[src/hw/ddc_out_map.svh]
// offsets, field positions, reset values and counts of the downconverter output port
`ifndef DDC_OUT_MAP_SVH
`define DDC_OUT_MAP_SVH

// host write locations
`define CTL_DIRECT_SEL   3'h0
`define CTL_SER_DIV      3'h1
`define CTL_SER_ORDER_A  3'h2
`define CTL_SER_ORDER_B  3'h3
`define CTL_MODE         3'h4
`define CTL_COUNT        3'h5

// host read locations
`define RD_STORE_COUNT   3'h0
`define RD_STATUS        3'h1
`define RD_STORE_POP     3'h2

// mode bits
`define MODE_BUF_EN      0
`define MODE_SER_EN      1
`define MODE_DIRECT_EN   2

// status bits
`define STAT_OVERFLOW    0
`define STAT_NOT_EMPTY   1
`define STAT_FULL        2

// serial order fields
`define ORDER_W0_LSB     0
`define ORDER_W1_LSB     3

// reset values
`define RST_DIRECT_SEL   8'h00
`define RST_SER_DIV      8'h03
`define RST_SER_ORDER_A  8'h08
`define RST_SER_ORDER_B  8'h1a
`define RST_MODE         8'h07

// direct port sources
`define DSEL_IQ          2'h0
`define DSEL_MAG_PHASE   2'h1
`define DSEL_FREQ_MAG    2'h2

// item codes, shared by the serial order and, up to ITEM_FREQ, the buffer item select
`define ITEM_I           3'h0
`define ITEM_Q           3'h1
`define ITEM_MAG         3'h2
`define ITEM_PHASE       3'h3
`define ITEM_FREQ        3'h4
`define ITEM_TE          3'h5
`define ITEM_AGC         3'h6

// counts
`define IRQ_LOW_CYCLES   4'h8
`define STORE_DEPTH      3'h7
`define SER_LAST_BIT     4'hf

`endif

[src/hw/ddc_out_pkg.sv]
// types of the downconverter output port
package ddc_out_pkg;

  typedef struct packed {
    logic [15:0] i;
    logic [15:0] q;
    logic [15:0] mag;
    logic [15:0] phase;
    logic [15:0] freq;
    logic [15:0] te;
    logic [15:0] agc;
  } sample_s;

  typedef struct packed {
    logic [15:0] i;
    logic [15:0] q;
    logic [15:0] mag;
    logic [15:0] phase;
    logic [15:0] freq;
  } data_set_s;

  typedef logic [2:0] ptr_t;

  typedef enum logic [0:0] {SER_IDLE, SER_SHIFT} ser_state_e;

  typedef struct packed {
    sample_s [1:0] slot;
    logic          rd;
    logic          wr;
    logic [1:0]    cnt;
  } skid_state_s;

  typedef struct packed {
    data_set_s [6:0] mem;
    ptr_t            wr_ptr;
    ptr_t            rd_ptr;
    logic [2:0]      count;
  } store_state_s;

  typedef struct packed {
    logic            wr_s1;
    logic            wr_s2;
    logic            wr_d;
    logic            rd_s1;
    logic            rd_s2;
    logic            rd_d;
    logic [2:0]      addr_s1;
    logic [2:0]      addr_s2;
    logic [7:0]      data_s1;
    logic [7:0]      data_s2;
    logic [2:0]      item_sel_s1;
    logic [2:0]      item_sel_s2;
    logic [3:0]      oe_n_s1;
    logic [3:0]      oe_n_s2;
    logic            ser_tri_s1;
    logic            ser_tri_s2;
    logic [4:0][7:0] ctl;
    logic [7:0]      rd_data;
    logic            rd_active;
    logic            overflow;
    logic [15:0]     port_a;
    logic [15:0]     port_b;
    logic [7:0]      low_a;
    logic [7:0]      low_b;
    logic            strobe_n;
    logic            was_empty;
    logic [3:0]      irq_cnt;
    logic            irq_n;
    ser_state_e      ser_state;
    logic [7:0]      div_cnt;
    logic            ser_clk;
    logic            ser_sync;
    logic [3:0]      bit_cnt;
    logic            word_idx;
    logic [15:0]     shift_a;
    logic [15:0]     shift_b;
    logic [15:0]     next_a;
    logic [15:0]     next_b;
  } port_state_s;

endpackage

[src/hw/two_entry_buffer.sv]
// two-entry sample buffer with valid and ready on both sides
`timescale 1ns/1ps
module two_entry_buffer
  import ddc_out_pkg::*;
(
  // clock and reset
  input  wire logic    core_clk,
  input  wire logic    rst,
  // filling side
  input  wire logic    in_valid,
  output logic         in_ready,
  input  sample_s      in_data,
  // draining side
  output logic         out_valid,
  input  wire logic    out_ready,
  output sample_s      out_data
);

  skid_state_s st_ff;
  skid_state_s nxt_st;
  logic        push;
  logic        pop;

  assign in_ready  = (st_ff.cnt != 2'h2);
  assign out_valid = (st_ff.cnt != 2'h0);
  assign out_data  = st_ff.slot[st_ff.rd];
  assign push      = in_valid & in_ready;
  assign pop       = out_valid & out_ready;

  always_comb begin
    nxt_st = st_ff;
    if (push) begin
      nxt_st.slot[st_ff.wr] = in_data;
      nxt_st.wr             = ~st_ff.wr;
    end
    if (pop) begin
      nxt_st.rd = ~st_ff.rd;
    end
    // both at once keeps the count
    nxt_st.cnt = 2'(st_ff.cnt + {1'b0, push} - {1'b0, pop});
  end

  always_ff @(posedge core_clk or posedge rst) begin
    if (rst) begin
      st_ff <= '0;
    end else begin
      st_ff <= nxt_st;
    end
  end

endmodule // two_entry_buffer

[src/hw/data_set_store.sv]
// queue of complete data sets for the buffered output port
`timescale 1ns/1ps
`include "ddc_out_map.svh"
module data_set_store
  import ddc_out_pkg::*;
(
  // clock and reset
  input  wire logic    core_clk,
  input  wire logic    rst,
  // write side
  input  wire logic    push,
  input  data_set_s    push_data,
  // read side
  input  wire logic    pop,
  output data_set_s    head,
  // status
  output logic         empty,
  output logic         full,
  output logic [2:0]   count
);

  store_state_s st_ff;
  store_state_s nxt_st;
  logic         do_push;
  logic         do_pop;

  assign count   = st_ff.count;
  assign empty   = (st_ff.count == 3'h0);
  assign full    = (st_ff.count == `STORE_DEPTH);
  assign head    = st_ff.mem[st_ff.rd_ptr];
  assign do_push = push & ~full;
  assign do_pop  = pop & ~empty;

  function automatic ptr_t wrap_inc(input ptr_t p);
    return (p == 3'(`STORE_DEPTH - 3'h1)) ? 3'h0 : 3'(p + 3'h1);
  endfunction

  always_comb begin
    nxt_st = st_ff;
    if (do_push) begin
      nxt_st.mem[st_ff.wr_ptr] = push_data;
      nxt_st.wr_ptr            = wrap_inc(st_ff.wr_ptr);
    end
    if (do_pop) begin
      nxt_st.rd_ptr = wrap_inc(st_ff.rd_ptr);
    end
    nxt_st.count = 3'(st_ff.count + {2'h0, do_push} - {2'h0, do_pop});
  end

  always_ff @(posedge core_clk or posedge rst) begin
    if (rst) begin
      st_ff <= '0;
    end else begin
      st_ff <= nxt_st;
    end
  end

endmodule // data_set_store

[src/hw/downconverter_output_host_port.sv]
// output pins and host strobe logic of the downconverter back end
`timescale 1ns/1ps
`include "ddc_out_map.svh"
module downconverter_output_host_port
  import ddc_out_pkg::*;
(
  // clock and reset
  input  wire logic         core_clk,
  input  wire logic         rst,
  // samples from the filter chain
  input  wire logic         sample_valid,
  output logic              sample_ready,
  input  sample_s           sample_data,
  // parallel output buses
  output logic [15:0]       parallel_port_a_out,
  output logic [15:0]       parallel_port_a_oe,
  output logic [15:0]       parallel_port_b_out,
  output logic [15:0]       parallel_port_b_oe,
  input  wire logic         port_a_high_byte_oe_n,
  input  wire logic         port_a_low_byte_oe_n,
  input  wire logic         port_b_high_byte_oe_n,
  input  wire logic         port_b_low_byte_oe_n,
  output logic              new_sample_strobe_n,
  // buffered output
  input  wire logic [2:0]   buffer_item_select,
  output logic              buffer_ready_irq_n,
  // serial output
  output logic              serial_out_a,
  output logic              serial_out_b,
  output logic              serial_bit_clock,
  output logic              serial_frame_strobe,
  output logic              serial_oe,
  input  wire logic         serial_tristate_ctl,
  // host processor strobes
  input  wire logic         host_write_strobe,
  input  wire logic         host_read_strobe,
  input  wire logic [2:0]   host_addr_bus,
  input  wire logic [7:0]   host_data_in,
  output logic [7:0]        host_data_out,
  output logic              host_data_oe
);

  port_state_s st_ff;
  port_state_s nxt_st;

  sample_s     buf_data;
  logic        buf_valid;
  logic        buf_ready;
  logic        accept;
  data_set_s   head_set;
  logic        store_empty;
  logic        store_full;
  logic [2:0]  store_count;
  logic        store_push;
  logic        store_pop;
  logic        wr_rise;
  logic        rd_fall;
  logic        rd_rise;
  logic [3:0]  lane_oe;
  logic        ser_en;
  logic        buf_en;
  logic        direct_en;
  logic [15:0] item_word;

  // absorbs a sample while the serializer is busy so none is dropped
  two_entry_buffer u_in_buffer (
    .core_clk  (core_clk),
    .rst       (rst),
    .in_valid  (sample_valid),
    .in_ready  (sample_ready),
    .in_data   (sample_data),
    .out_valid (buf_valid),
    .out_ready (buf_ready),
    .out_data  (buf_data)
  );

  data_set_store u_store (
    .core_clk  (core_clk),
    .rst       (rst),
    .push      (store_push),
    .push_data ({buf_data.i, buf_data.q, buf_data.mag, buf_data.phase, buf_data.freq}),
    .pop       (store_pop),
    .head      (head_set),
    .empty     (store_empty),
    .full      (store_full),
    .count     (store_count)
  );

  function automatic logic [15:0] pick_item(input sample_s s, input logic [2:0] code);
    unique case (code)
      `ITEM_I:     return s.i;
      `ITEM_Q:     return s.q;
      `ITEM_MAG:   return s.mag;
      `ITEM_PHASE: return s.phase;
      `ITEM_FREQ:  return s.freq;
      `ITEM_TE:    return s.te;
      `ITEM_AGC:   return s.agc;
      default:     return 16'h0000;
    endcase
  endfunction

  assign ser_en     = st_ff.ctl[`CTL_MODE][`MODE_SER_EN];
  assign buf_en     = st_ff.ctl[`CTL_MODE][`MODE_BUF_EN];
  assign direct_en  = st_ff.ctl[`CTL_MODE][`MODE_DIRECT_EN];
  // serializer is the only stage that can stall the buffer
  assign buf_ready  = ~ser_en | (st_ff.ser_state == SER_IDLE);
  assign accept     = buf_valid & buf_ready;
  assign store_push = accept & buf_en;
  // edges are taken from the second synchronizer stage only
  assign wr_rise    = st_ff.wr_s2 & ~st_ff.wr_d;
  assign rd_fall    = ~st_ff.rd_s2 & st_ff.rd_d;
  assign rd_rise    = st_ff.rd_s2 & ~st_ff.rd_d;
  assign store_pop  = rd_fall & (st_ff.addr_s2 == `RD_STORE_POP);

  // head item chosen by the host select; unused codes read zero
  always_comb begin
    unique case (st_ff.item_sel_s2)
      `ITEM_I:     item_word = head_set.i;
      `ITEM_Q:     item_word = head_set.q;
      `ITEM_MAG:   item_word = head_set.mag;
      `ITEM_PHASE: item_word = head_set.phase;
      `ITEM_FREQ:  item_word = head_set.freq;
      default:     item_word = 16'h0000;
    endcase
  end

  always_comb begin
    nxt_st = st_ff;

    // pin synchronizers
    nxt_st.wr_s1       = host_write_strobe;
    nxt_st.wr_s2       = st_ff.wr_s1;
    nxt_st.wr_d        = st_ff.wr_s2;
    nxt_st.rd_s1       = host_read_strobe;
    nxt_st.rd_s2       = st_ff.rd_s1;
    nxt_st.rd_d        = st_ff.rd_s2;
    nxt_st.addr_s1     = host_addr_bus;
    nxt_st.addr_s2     = st_ff.addr_s1;
    nxt_st.data_s1     = host_data_in;
    nxt_st.data_s2     = st_ff.data_s1;
    nxt_st.item_sel_s1 = buffer_item_select;
    nxt_st.item_sel_s2 = st_ff.item_sel_s1;
    nxt_st.oe_n_s1     = {port_a_high_byte_oe_n, port_a_low_byte_oe_n,
                          port_b_high_byte_oe_n, port_b_low_byte_oe_n};
    nxt_st.oe_n_s2     = st_ff.oe_n_s1;
    nxt_st.ser_tri_s1  = serial_tristate_ctl;
    nxt_st.ser_tri_s2  = st_ff.ser_tri_s1;

    // host write into the control locations
    if (wr_rise && (st_ff.addr_s2 < `CTL_COUNT)) begin
      nxt_st.ctl[st_ff.addr_s2] = st_ff.data_s2;
    end

    // host read: byte latched at the falling edge, driven until the rise
    if (rd_fall) begin
      nxt_st.rd_active = 1'b1;
      unique case (st_ff.addr_s2)
        `RD_STORE_COUNT: nxt_st.rd_data = {5'h00, store_count};
        `RD_STATUS:      nxt_st.rd_data = {5'h00, store_full, ~store_empty, st_ff.overflow};
        `RD_STORE_POP:   nxt_st.rd_data = {5'h00, store_count};
        default:         nxt_st.rd_data = st_ff.ctl[st_ff.addr_s2[1:0]];
      endcase
    end else if (rd_rise) begin
      nxt_st.rd_active = 1'b0;
    end

    // overflow: cleared by a status read, a new drop wins over the clear
    if (rd_fall && (st_ff.addr_s2 == `RD_STATUS)) begin
      nxt_st.overflow = 1'b0;
    end
    if (store_push && store_full) begin
      nxt_st.overflow = 1'b1;
    end

    // direct port: new value and strobe in the same cycle, else held
    nxt_st.strobe_n = 1'b1;
    if (accept && direct_en) begin
      nxt_st.strobe_n = 1'b0;
      unique case (st_ff.ctl[`CTL_DIRECT_SEL][1:0])
        `DSEL_MAG_PHASE: begin
          nxt_st.port_a = buf_data.mag;
          nxt_st.port_b = buf_data.phase;
        end
        `DSEL_FREQ_MAG: begin
          nxt_st.port_a = buf_data.freq;
          nxt_st.port_b = buf_data.mag;
        end
        default: begin
          nxt_st.port_a = buf_data.i;
          nxt_st.port_b = buf_data.q;
        end
      endcase
    end

    // low bytes carry the buffered word when that mode is on
    if (buf_en) begin
      nxt_st.low_a = item_word[15:8];
      nxt_st.low_b = item_word[7:0];
    end else begin
      nxt_st.low_a = nxt_st.port_a[7:0];
      nxt_st.low_b = nxt_st.port_b[7:0];
    end

    // interrupt pulse when the store turns from empty to readable
    nxt_st.was_empty = store_empty;
    if (st_ff.was_empty && !store_empty) begin
      nxt_st.irq_cnt = `IRQ_LOW_CYCLES;
    end else if (st_ff.irq_cnt != 4'h0) begin
      nxt_st.irq_cnt = 4'(st_ff.irq_cnt - 4'h1);
    end
    nxt_st.irq_n = (nxt_st.irq_cnt == 4'h0);

    // serializer: two words per sample, a frame strobe with the first bit of each, msb first, data moves on falling edges
    unique case (st_ff.ser_state)
      SER_IDLE: begin
        nxt_st.ser_clk  = 1'b0;
        nxt_st.ser_sync = 1'b0;
        nxt_st.div_cnt  = 8'h00;
        if (accept && ser_en) begin
          nxt_st.ser_state = SER_SHIFT;
          nxt_st.shift_a   = pick_item(buf_data, st_ff.ctl[`CTL_SER_ORDER_A][2:0]);
          nxt_st.next_a    = pick_item(buf_data, st_ff.ctl[`CTL_SER_ORDER_A][5:3]);
          nxt_st.shift_b   = pick_item(buf_data, st_ff.ctl[`CTL_SER_ORDER_B][2:0]);
          nxt_st.next_b    = pick_item(buf_data, st_ff.ctl[`CTL_SER_ORDER_B][5:3]);
          nxt_st.ser_sync  = 1'b1;
          nxt_st.bit_cnt   = 4'h0;
          nxt_st.word_idx  = 1'b0;
        end
      end
      SER_SHIFT: begin
        if (st_ff.div_cnt == st_ff.ctl[`CTL_SER_DIV]) begin
          nxt_st.div_cnt = 8'h00;
          nxt_st.ser_clk = ~st_ff.ser_clk;
          if (st_ff.ser_clk) begin
            nxt_st.ser_sync = 1'b0;
            if (st_ff.bit_cnt != `SER_LAST_BIT) begin
              nxt_st.bit_cnt = 4'(st_ff.bit_cnt + 4'h1);
              nxt_st.shift_a = {st_ff.shift_a[14:0], 1'b0};
              nxt_st.shift_b = {st_ff.shift_b[14:0], 1'b0};
            end else if (!st_ff.word_idx) begin
              nxt_st.word_idx = 1'b1;
              nxt_st.bit_cnt  = 4'h0;
              nxt_st.shift_a  = st_ff.next_a;
              nxt_st.shift_b  = st_ff.next_b;
              nxt_st.ser_sync = 1'b1;
            end else begin
              nxt_st.ser_state = SER_IDLE;
            end
          end
        end else begin
          nxt_st.div_cnt = 8'(st_ff.div_cnt + 8'h01);
        end
      end
    endcase
  end

  always_ff @(posedge core_clk or posedge rst) begin
    if (rst) begin
      st_ff                   <= '0;
      st_ff.wr_s1             <= 1'b1;
      st_ff.wr_s2             <= 1'b1;
      st_ff.wr_d              <= 1'b1;
      st_ff.rd_s1             <= 1'b1;
      st_ff.rd_s2             <= 1'b1;
      st_ff.rd_d              <= 1'b1;
      st_ff.oe_n_s1           <= 4'hf;
      st_ff.oe_n_s2           <= 4'hf;
      st_ff.ser_tri_s1        <= 1'b1;
      st_ff.ser_tri_s2        <= 1'b1;
      st_ff.ctl[`CTL_DIRECT_SEL]  <= `RST_DIRECT_SEL;
      st_ff.ctl[`CTL_SER_DIV]     <= `RST_SER_DIV;
      st_ff.ctl[`CTL_SER_ORDER_A] <= `RST_SER_ORDER_A;
      st_ff.ctl[`CTL_SER_ORDER_B] <= `RST_SER_ORDER_B;
      st_ff.ctl[`CTL_MODE]        <= `RST_MODE;
      st_ff.strobe_n          <= 1'b1;
      st_ff.was_empty         <= 1'b1;
      st_ff.irq_n             <= 1'b1;
      st_ff.ser_state         <= SER_IDLE;
    end else begin
      st_ff <= nxt_st;
    end
  end

  // byte lane enables, active while the matching pin is low
  for (genvar g = 0; g < 4; g++) begin : g_lane
    assign lane_oe[g] = ~st_ff.oe_n_s2[g];
  end

  assign parallel_port_a_out = {st_ff.port_a[15:8], st_ff.low_a};
  assign parallel_port_b_out = {st_ff.port_b[15:8], st_ff.low_b};
  assign parallel_port_a_oe  = {{8{lane_oe[3]}}, {8{lane_oe[2]}}};
  assign parallel_port_b_oe  = {{8{lane_oe[1]}}, {8{lane_oe[0]}}};
  assign new_sample_strobe_n = st_ff.strobe_n;
  assign buffer_ready_irq_n  = st_ff.irq_n;
  assign serial_out_a        = st_ff.shift_a[15];
  assign serial_out_b        = st_ff.shift_b[15];
  assign serial_bit_clock    = st_ff.ser_clk;
  assign serial_frame_strobe = st_ff.ser_sync;
  assign serial_oe           = ~st_ff.ser_tri_s2;
  assign host_data_out       = st_ff.rd_data;
  assign host_data_oe        = st_ff.rd_active;

endmodule // downconverter_output_host_port

[config.mk]
export PLATFORM = sky130hd
export DESIGN_NAME = downconverter_output_host_port
export DESIGN_NICKNAME = d
export VERILOG_FILES = /design/src/hw/ddc_out_pkg.sv /design/src/hw/two_entry_buffer.sv /design/src/hw/data_set_store.sv /design/src/hw/downconverter_output_host_port.sv
export VERILOG_INCLUDE_DIRS = /design/src /design/src/hw
export SDC_FILE = /design/constraint.sdc
export NUM_CORES = 2
export LEC_CHECK = 0
export BUFFER_PORTS_ARGS = -buffer_cell sky130_fd_sc_hd__buf_2
export CAP_MARGIN = 10
export CORE_MARGIN = 1.5
export CORE_UTILIZATION = 67
export DETAILED_ROUTE_END_ITERATION = 10
export HOLD_SLACK_MARGIN = 0.03
export PLACE_DENSITY_LB_ADDON = 0.05
export SETUP_SLACK_MARGIN = 0.2
export SLEW_MARGIN = 20
export SYNTH_ARGS = -nofsm -noshare
export SYNTH_HDL_FRONTEND = slang
export SYNTH_HIERARCHICAL = 1
export SYNTH_SLANG_ARGS = --single-unit
export TNS_END_PERCENT = 100
[constraint.sdc]
create_clock -name core_clk -period 52 [get_ports core_clk]
set_clock_uncertainty 0.15 [all_clocks]
set_input_delay 15.6 -clock core_clk [delete_from_list [all_inputs] [get_ports core_clk]]
set_output_delay 15.6 -clock core_clk [all_outputs]
set_load 0.03 [all_outputs]
Word-level counts from Yosys, hierarchy flattened
Index checks and enable logic that the tools add are counted.
{"block": "classes", "add_sub_neg": 9, "magnitude_cmp": 10, "n_eq_ne": 43, "mux": 48, "n_bitwise": 25, "reduce_logical": 27}
{"op": "bitwise mux 560 bit", "count": 1}
{"op": "one-hot mux 16 bit (7 select lines)", "count": 4}
{"op": "2-to-1 mux 112 bit", "count": 3}
{"op": "binary-select mux 80 bit (select 3 bit)", "count": 1}
{"op": "demux 80 bit (select 3 bit)", "count": 1}
{"op": "bitwise mux 224 bit", "count": 1}
{"op": "2-to-1 mux 80 bit", "count": 2}
{"op": "demux 112 bit (select 1 bit)", "count": 1}
{"op": "one-hot mux 48 bit (2 select lines)", "count": 1}
{"op": "one-hot mux 16 bit (5 select lines)", "count": 1}
{"op": "2-to-1 mux 38 bit", "count": 2}
{"op": "2-to-1 mux 70 bit", "count": 1}
{"op": "one-hot mux 32 bit (2 select lines)", "count": 1}
{"op": "equality test 3 bit (second input constant)", "count": 16}
{"op": "bitwise mux 40 bit", "count": 1}
{"op": "2-to-1 mux 39 bit", "count": 1}
{"op": "equality test 3 x 2 -> 1 bit (second input constant)", "count": 11}
{"op": "2-to-1 mux 32 bit", "count": 1}
{"op": "demux 8 bit (select 3 bit)", "count": 1}
{"op": "2-to-1 mux 24 bit", "count": 1}
{"op": "2-to-1 mux 8 bit", "count": 3}
{"op": "logical NOT 3 bit", "count": 7}
{"op": "equality test 3 x 1 -> 1 bit (second input constant)", "count": 6}
{"op": "binary-select mux 8 bit (select 2 bit)", "count": 1}
{"op": "37 further kinds", "count": 93}
{"block": "totals", "reg_bits": 1026, "inputBits": 136, "elab_cells": 261}

Depth between registers and ports, before layout
{"block": "depth", "word_depth": 7, "ltp_mapped": 11, "mapped_depth_nobuf": 11}

Hierarchy
The synthesis kept the hierarchy.
{"module": "data_set_store", "n_inst": 1, "cells_each": 1864, "area_per_inst_um2": 25921.1, "seq_area_each_um2": 14238.7}
{"module": "downconverter_output_host_port", "n_inst": 1, "cells_each": 1376, "area_per_inst_um2": 14239.9, "seq_area_each_um2": 5640.4}
{"module": "two_entry_buffer", "n_inst": 1, "cells_each": 617, "area_per_inst_um2": 10598.9, "seq_area_each_um2": 5705.5}

Worst setup path before layout
No wires, ideal clock.
{"block": "synth_path", "kind": "in2reg", "startpoint": "in sample_valid", "endpoint": "reg u_in_buffer/st_ff[10] (netlist name)", "arrival_ps": 16460, "required_ps": 51725, "setup_slack_ps": 35265, "stages": 5, "path_buffers": 3, "path_cell_list": "and3b_1 buf_2 buf_8 buf_6 mux2_4"}
{"block": "synth_via", "elab_chain_len": 1}
{"item": "from (decl)", "line_no": "downconverter_output_host_port.sv:11", "source": "input wire logic sample_valid,"}
{"item": "bitwise AND 1 bit", "line_no": "two_entry_buffer.sv:27", "source": "assign push = in_valid & in_ready;"}
{"item": "to (signal assigned)", "line_no": "two_entry_buffer.sv:47", "source": "st_ff <= nxt_st;"}
{"item": "to (decl)", "line_no": "two_entry_buffer.sv:19", "source": "skid_state_s st_ff;"}
Every way passes these cells.
A chain may end at the register's enable or synchronous reset.

Final worst setup path
{"block": "layout_path", "startpoint": "in sample_valid", "endpoint": "reg u_in_buffer/st_ff[92] (netlist name)"}
Same word-level chain as after synthesis.

==> results list <==
- RSZ-0062 raised after global routing: no
* Power consumption: 3.76 mW
* Detailed-route vias per instance: 6.73
- The wire-length estimate of the detail-placed layout is 88.0 mm.
* Classification of the worst-slack hold path: flip-flop to flip-flop
- The initial antenna violation count came to 2.
* Critical setup path kind: primary input to flip-flop
- After synthesis the cells add up to 0.0508 mm2.
- 217 I/O pins were placed.
- Syn. warnings: 6
- Number of standard-cell rows in the floorplan: 100
* Ordered list of cells on the worst path: buf_2 -> and3b_4 -> buf_4 -> buf_4 -> mux2_2
* Setup slack after layout: 34.15 ns
- For the pin with the worst max-slew slack, the measured transition is 1.16 ns.
- After detailed placement, the total cell area comes to 0.0515 mm2.
- Netlist cell types: 75
* Placed Cells incl. Taps: 4739
* Number of register bits inferred by synthesis: 1021
- STA classifies the critical path startpoint as a primary input.
- After clock tree synthesis, the clock-pin slew on the worst setup and hold paths is 0.06 ns.
- The worst path in the final design needs a cycle of 17.85 ns, including I/O delays and setup.
* Max Fclk: 56.0 MHz
* Data arrival, critical path: 18.24 ns
- In the layout the commonest cells are sky130_fd_sc_hd__dfrtp_1, sky130_fd_sc_hd__mux2_2, sky130_fd_sc_hd__mux2i_1.
- Compared with the post-synthesis result, the final layout area differs by 8.48%.
- The H-tree was split into 3 levels.
* Total routing usage reported by global routing: 0.367
* Mean instance size in the synthesized netlist: 13.2 um2
* Starting density of the core: 0.680
- Most area-consuming cells after synthesis: sky130_fd_sc_hd__dfrtp_1, sky130_fd_sc_hd__mux2_2, sky130_fd_sc_hd__mux2i_1
- The die is 278 um tall.
- Sum of routed wire length over all layers: 141 mm
- On the final layout, the worst hold slack is 0.200 ns.
- Max transition margin: 0.230
* Share of layout cells above drive strength 1: 0.391
* Number of buffers added by the clock tree synthesis step: 105
* Area share of the leading cell type in the synthesized netlist: 0.490
* Initial DRC Count: 3306
* Cell accounting for the most synthesized area: sky130_fd_sc_hd__dfrtp_1
- In this run, synthesis inferred 0 flip-flops with an integrated enable.
- CP top delay family: buffers and inverters
- The tree is rooted in a sky130_fd_sc_hd__clkbuf_16.
- Gp weighted congestion: 0.906
* Number of hold-slack violations in the final timing report: 0
- CTS max path bufs: 3
- The clock reaches the later pin of the worst-skew pair after 0.68 ns.
* Crit. End Element: flip-flop
- Library cell appearing most often on the critical path: sky130_fd_sc_hd__buf_4
* Cell area after layout: 0.0551 mm2
- Main synth FF type: sky130_fd_sc_hd__dfrtp_1
- R2R setup slack: 47.56 ns
- Buffering stage count on the worst path with inverters included: 3
* Maximum resistive drop on vdd: 0.0494 mV
- Count of nets left with antenna violations after detail routing: 0
- Post-CTS Hold Buffers: 0
- The finished layout holds 4934 standard cells, fillers aside.
* Clock net sink count: 1021
- Sum of overflow across all layers after global routing: 0
- # setup viols final: 0
- Entering global routing, the biggest net connects 192 pins.
- The first global-routing pass estimated 216 mm of wire.
- The tool flagged a number of max-cap violations equal to 0.
- Synthesis produced a netlist with a net count of 4004.
* Synthesized netlist cell count: 3857
- Of all nets on the critical path, the largest fanout is 48.
- TritonCTS clock tree: yes
* Areal power density over the cells: 68.4 mW/mm2
* Count of buffers from port buffering: 216
- Core area: 0.0747 mm2
- In the final layout, flip-flops and latches occupy 0.0256 mm2.
* Critical Path Max Stage Delay: 0.77 ns
- Remaining DRCs: 0
- After clock tree synthesis, the setup repair step added 0 buffers.
- Setup TNS: 0 ns
* Sequential area share after synthesis: 0.504
- End-of-flow core utilization: 0.737
* Tcrit/Tclk final: 0.343
- Slowest cell on the critical path: sky130_fd_sc_hd__buf_4
- Gates resized during post-CTS repair numbered 0.
- Before antenna repair, the detailed router went through 9 iterations.
- The run finished with clean final reports.
- The die covers 0.0774 mm2.
- Final slew viol count: 0
* Average detailed-routed wire length per instance: 28.6 um
- The via count of the first global-routing pass is 34900.
- Static leakage: 25.0 nW
- Data on the critical path is required at its endpoint by 52.39 ns.
- Via count: 33200
- At the end of the flow, the number of nets in the layout was 4025.
- Commonest non-fill, non-tap cell in the layout: sky130_fd_sc_hd__dfrtp_1
* Die X: 278 um
* Multi-input logic area: 0.0230 mm2
* Synth async-reset ratio: 1.00
- Count of filler cells inserted in the layout: 4903
- Timing analysis after detailed placement gives a worst setup slack of 33.53 ns.
-- cells in the mapped netlist, drive strengths merged (15+ instances only) --
master / count
mux4: 49
nor2: 75
mux2i: 331
nand3: 22
o22a: 24
nor2b: 18
dfrtp: 993
o221ai: 18
dfstp: 28
a22oi: 111
a21oi: 50
a22o: 87
a31oi: 91
o21ai: 96
buf: 240
inv: 52
clkbuf: 115
mux2: 988
xor2: 15
nand2: 199
or2: 82
o2bb2ai: 35
-- worst reg2reg max path: stages, from the launching register on --
cell	delay (ns)
sky130_fd_sc_hd__dfrtp_4	0.91
sky130_fd_sc_hd__nor2b_4	0.95
sky130_fd_sc_hd__buf_4	0.77
sky130_fd_sc_hd__nand2_1	0.18
sky130_fd_sc_hd__a31oi_1	0.28
sky130_fd_sc_hd__mux2_2	0.29
sky130_fd_sc_hd__a22oi_1	0.08
sky130_fd_sc_hd__o22a_1	0.23
sky130_fd_sc_hd__o2bb2ai_1	0.46
-- routing by layer --
metal	share of wire	GRT usage
met5	0.00014	0
met3	0.079	0.0750
met2	0.47	0.582
met4	0.053	0.180
met1	0.40	0.483
-- area by class of cell --
cell class,count,area share
antenna,3,0.000136
sequential,1021,0.465
multi-input combinational,2429,0.417
clock buffer,158,0.0568
clock inverter,33,0.00704
inverter,52,0.00404
tap,969,0.0220
timing repair buffer,269,0.0277
-- state kept, by name, summed over array words and instances (netlist names), 3 cells and up --
| register | flops |
|---|---|
| u_store/st_ff | 566 |
| u_in_buffer/st_ff | 228 |
| st_ff | 151 |
| nxt_st | 23 |
| parallel_port_a_out | 16 |
| parallel_port_b_out | 16 |
| host_data_out | 8 |
| u_store/count | 3 |
-- worst paths after layout --
kind                             startpoint                      to  cells past startpoint
max in group asynchronous               rst        u_store/st_ff[4]                      3
setup reg to reg           u_store/st_ff[3]  parallel_port_a_out[2]                      8
hold reg to reg                 nxt_st[205]              st_ff[205]                      0
min in group asynchronous               rst  u_in_buffer/st_ff[224]                      2
setup / recovery               sample_valid   u_in_buffer/st_ff[92]                      5
hold / removal                  nxt_st[205]              st_ff[205]                      0
-- cells by family (layout without fill, tap and decap cells) --
logic type	Yosys count	after routing	share of synthesized area
flops	1021	1021	0.504
compound gates	586	586	0.0824
xor+xnor	23	23	0.00397
fa+ha+maj	11	11	0.00286
other cells	0	3	0
buf+inv	407	512	0.0449
mux	1368	1368	0.319
simple gates	441	441	0.0425
-- where the power goes --
part | switching, mW | internal [mW]
combinational | 0.951 | 0.727
clock | 0.314 | 0.453
sequential | 0.208 | 1.11
total | 1.47 | 2.29
Power figures use the tool's default switching activity.
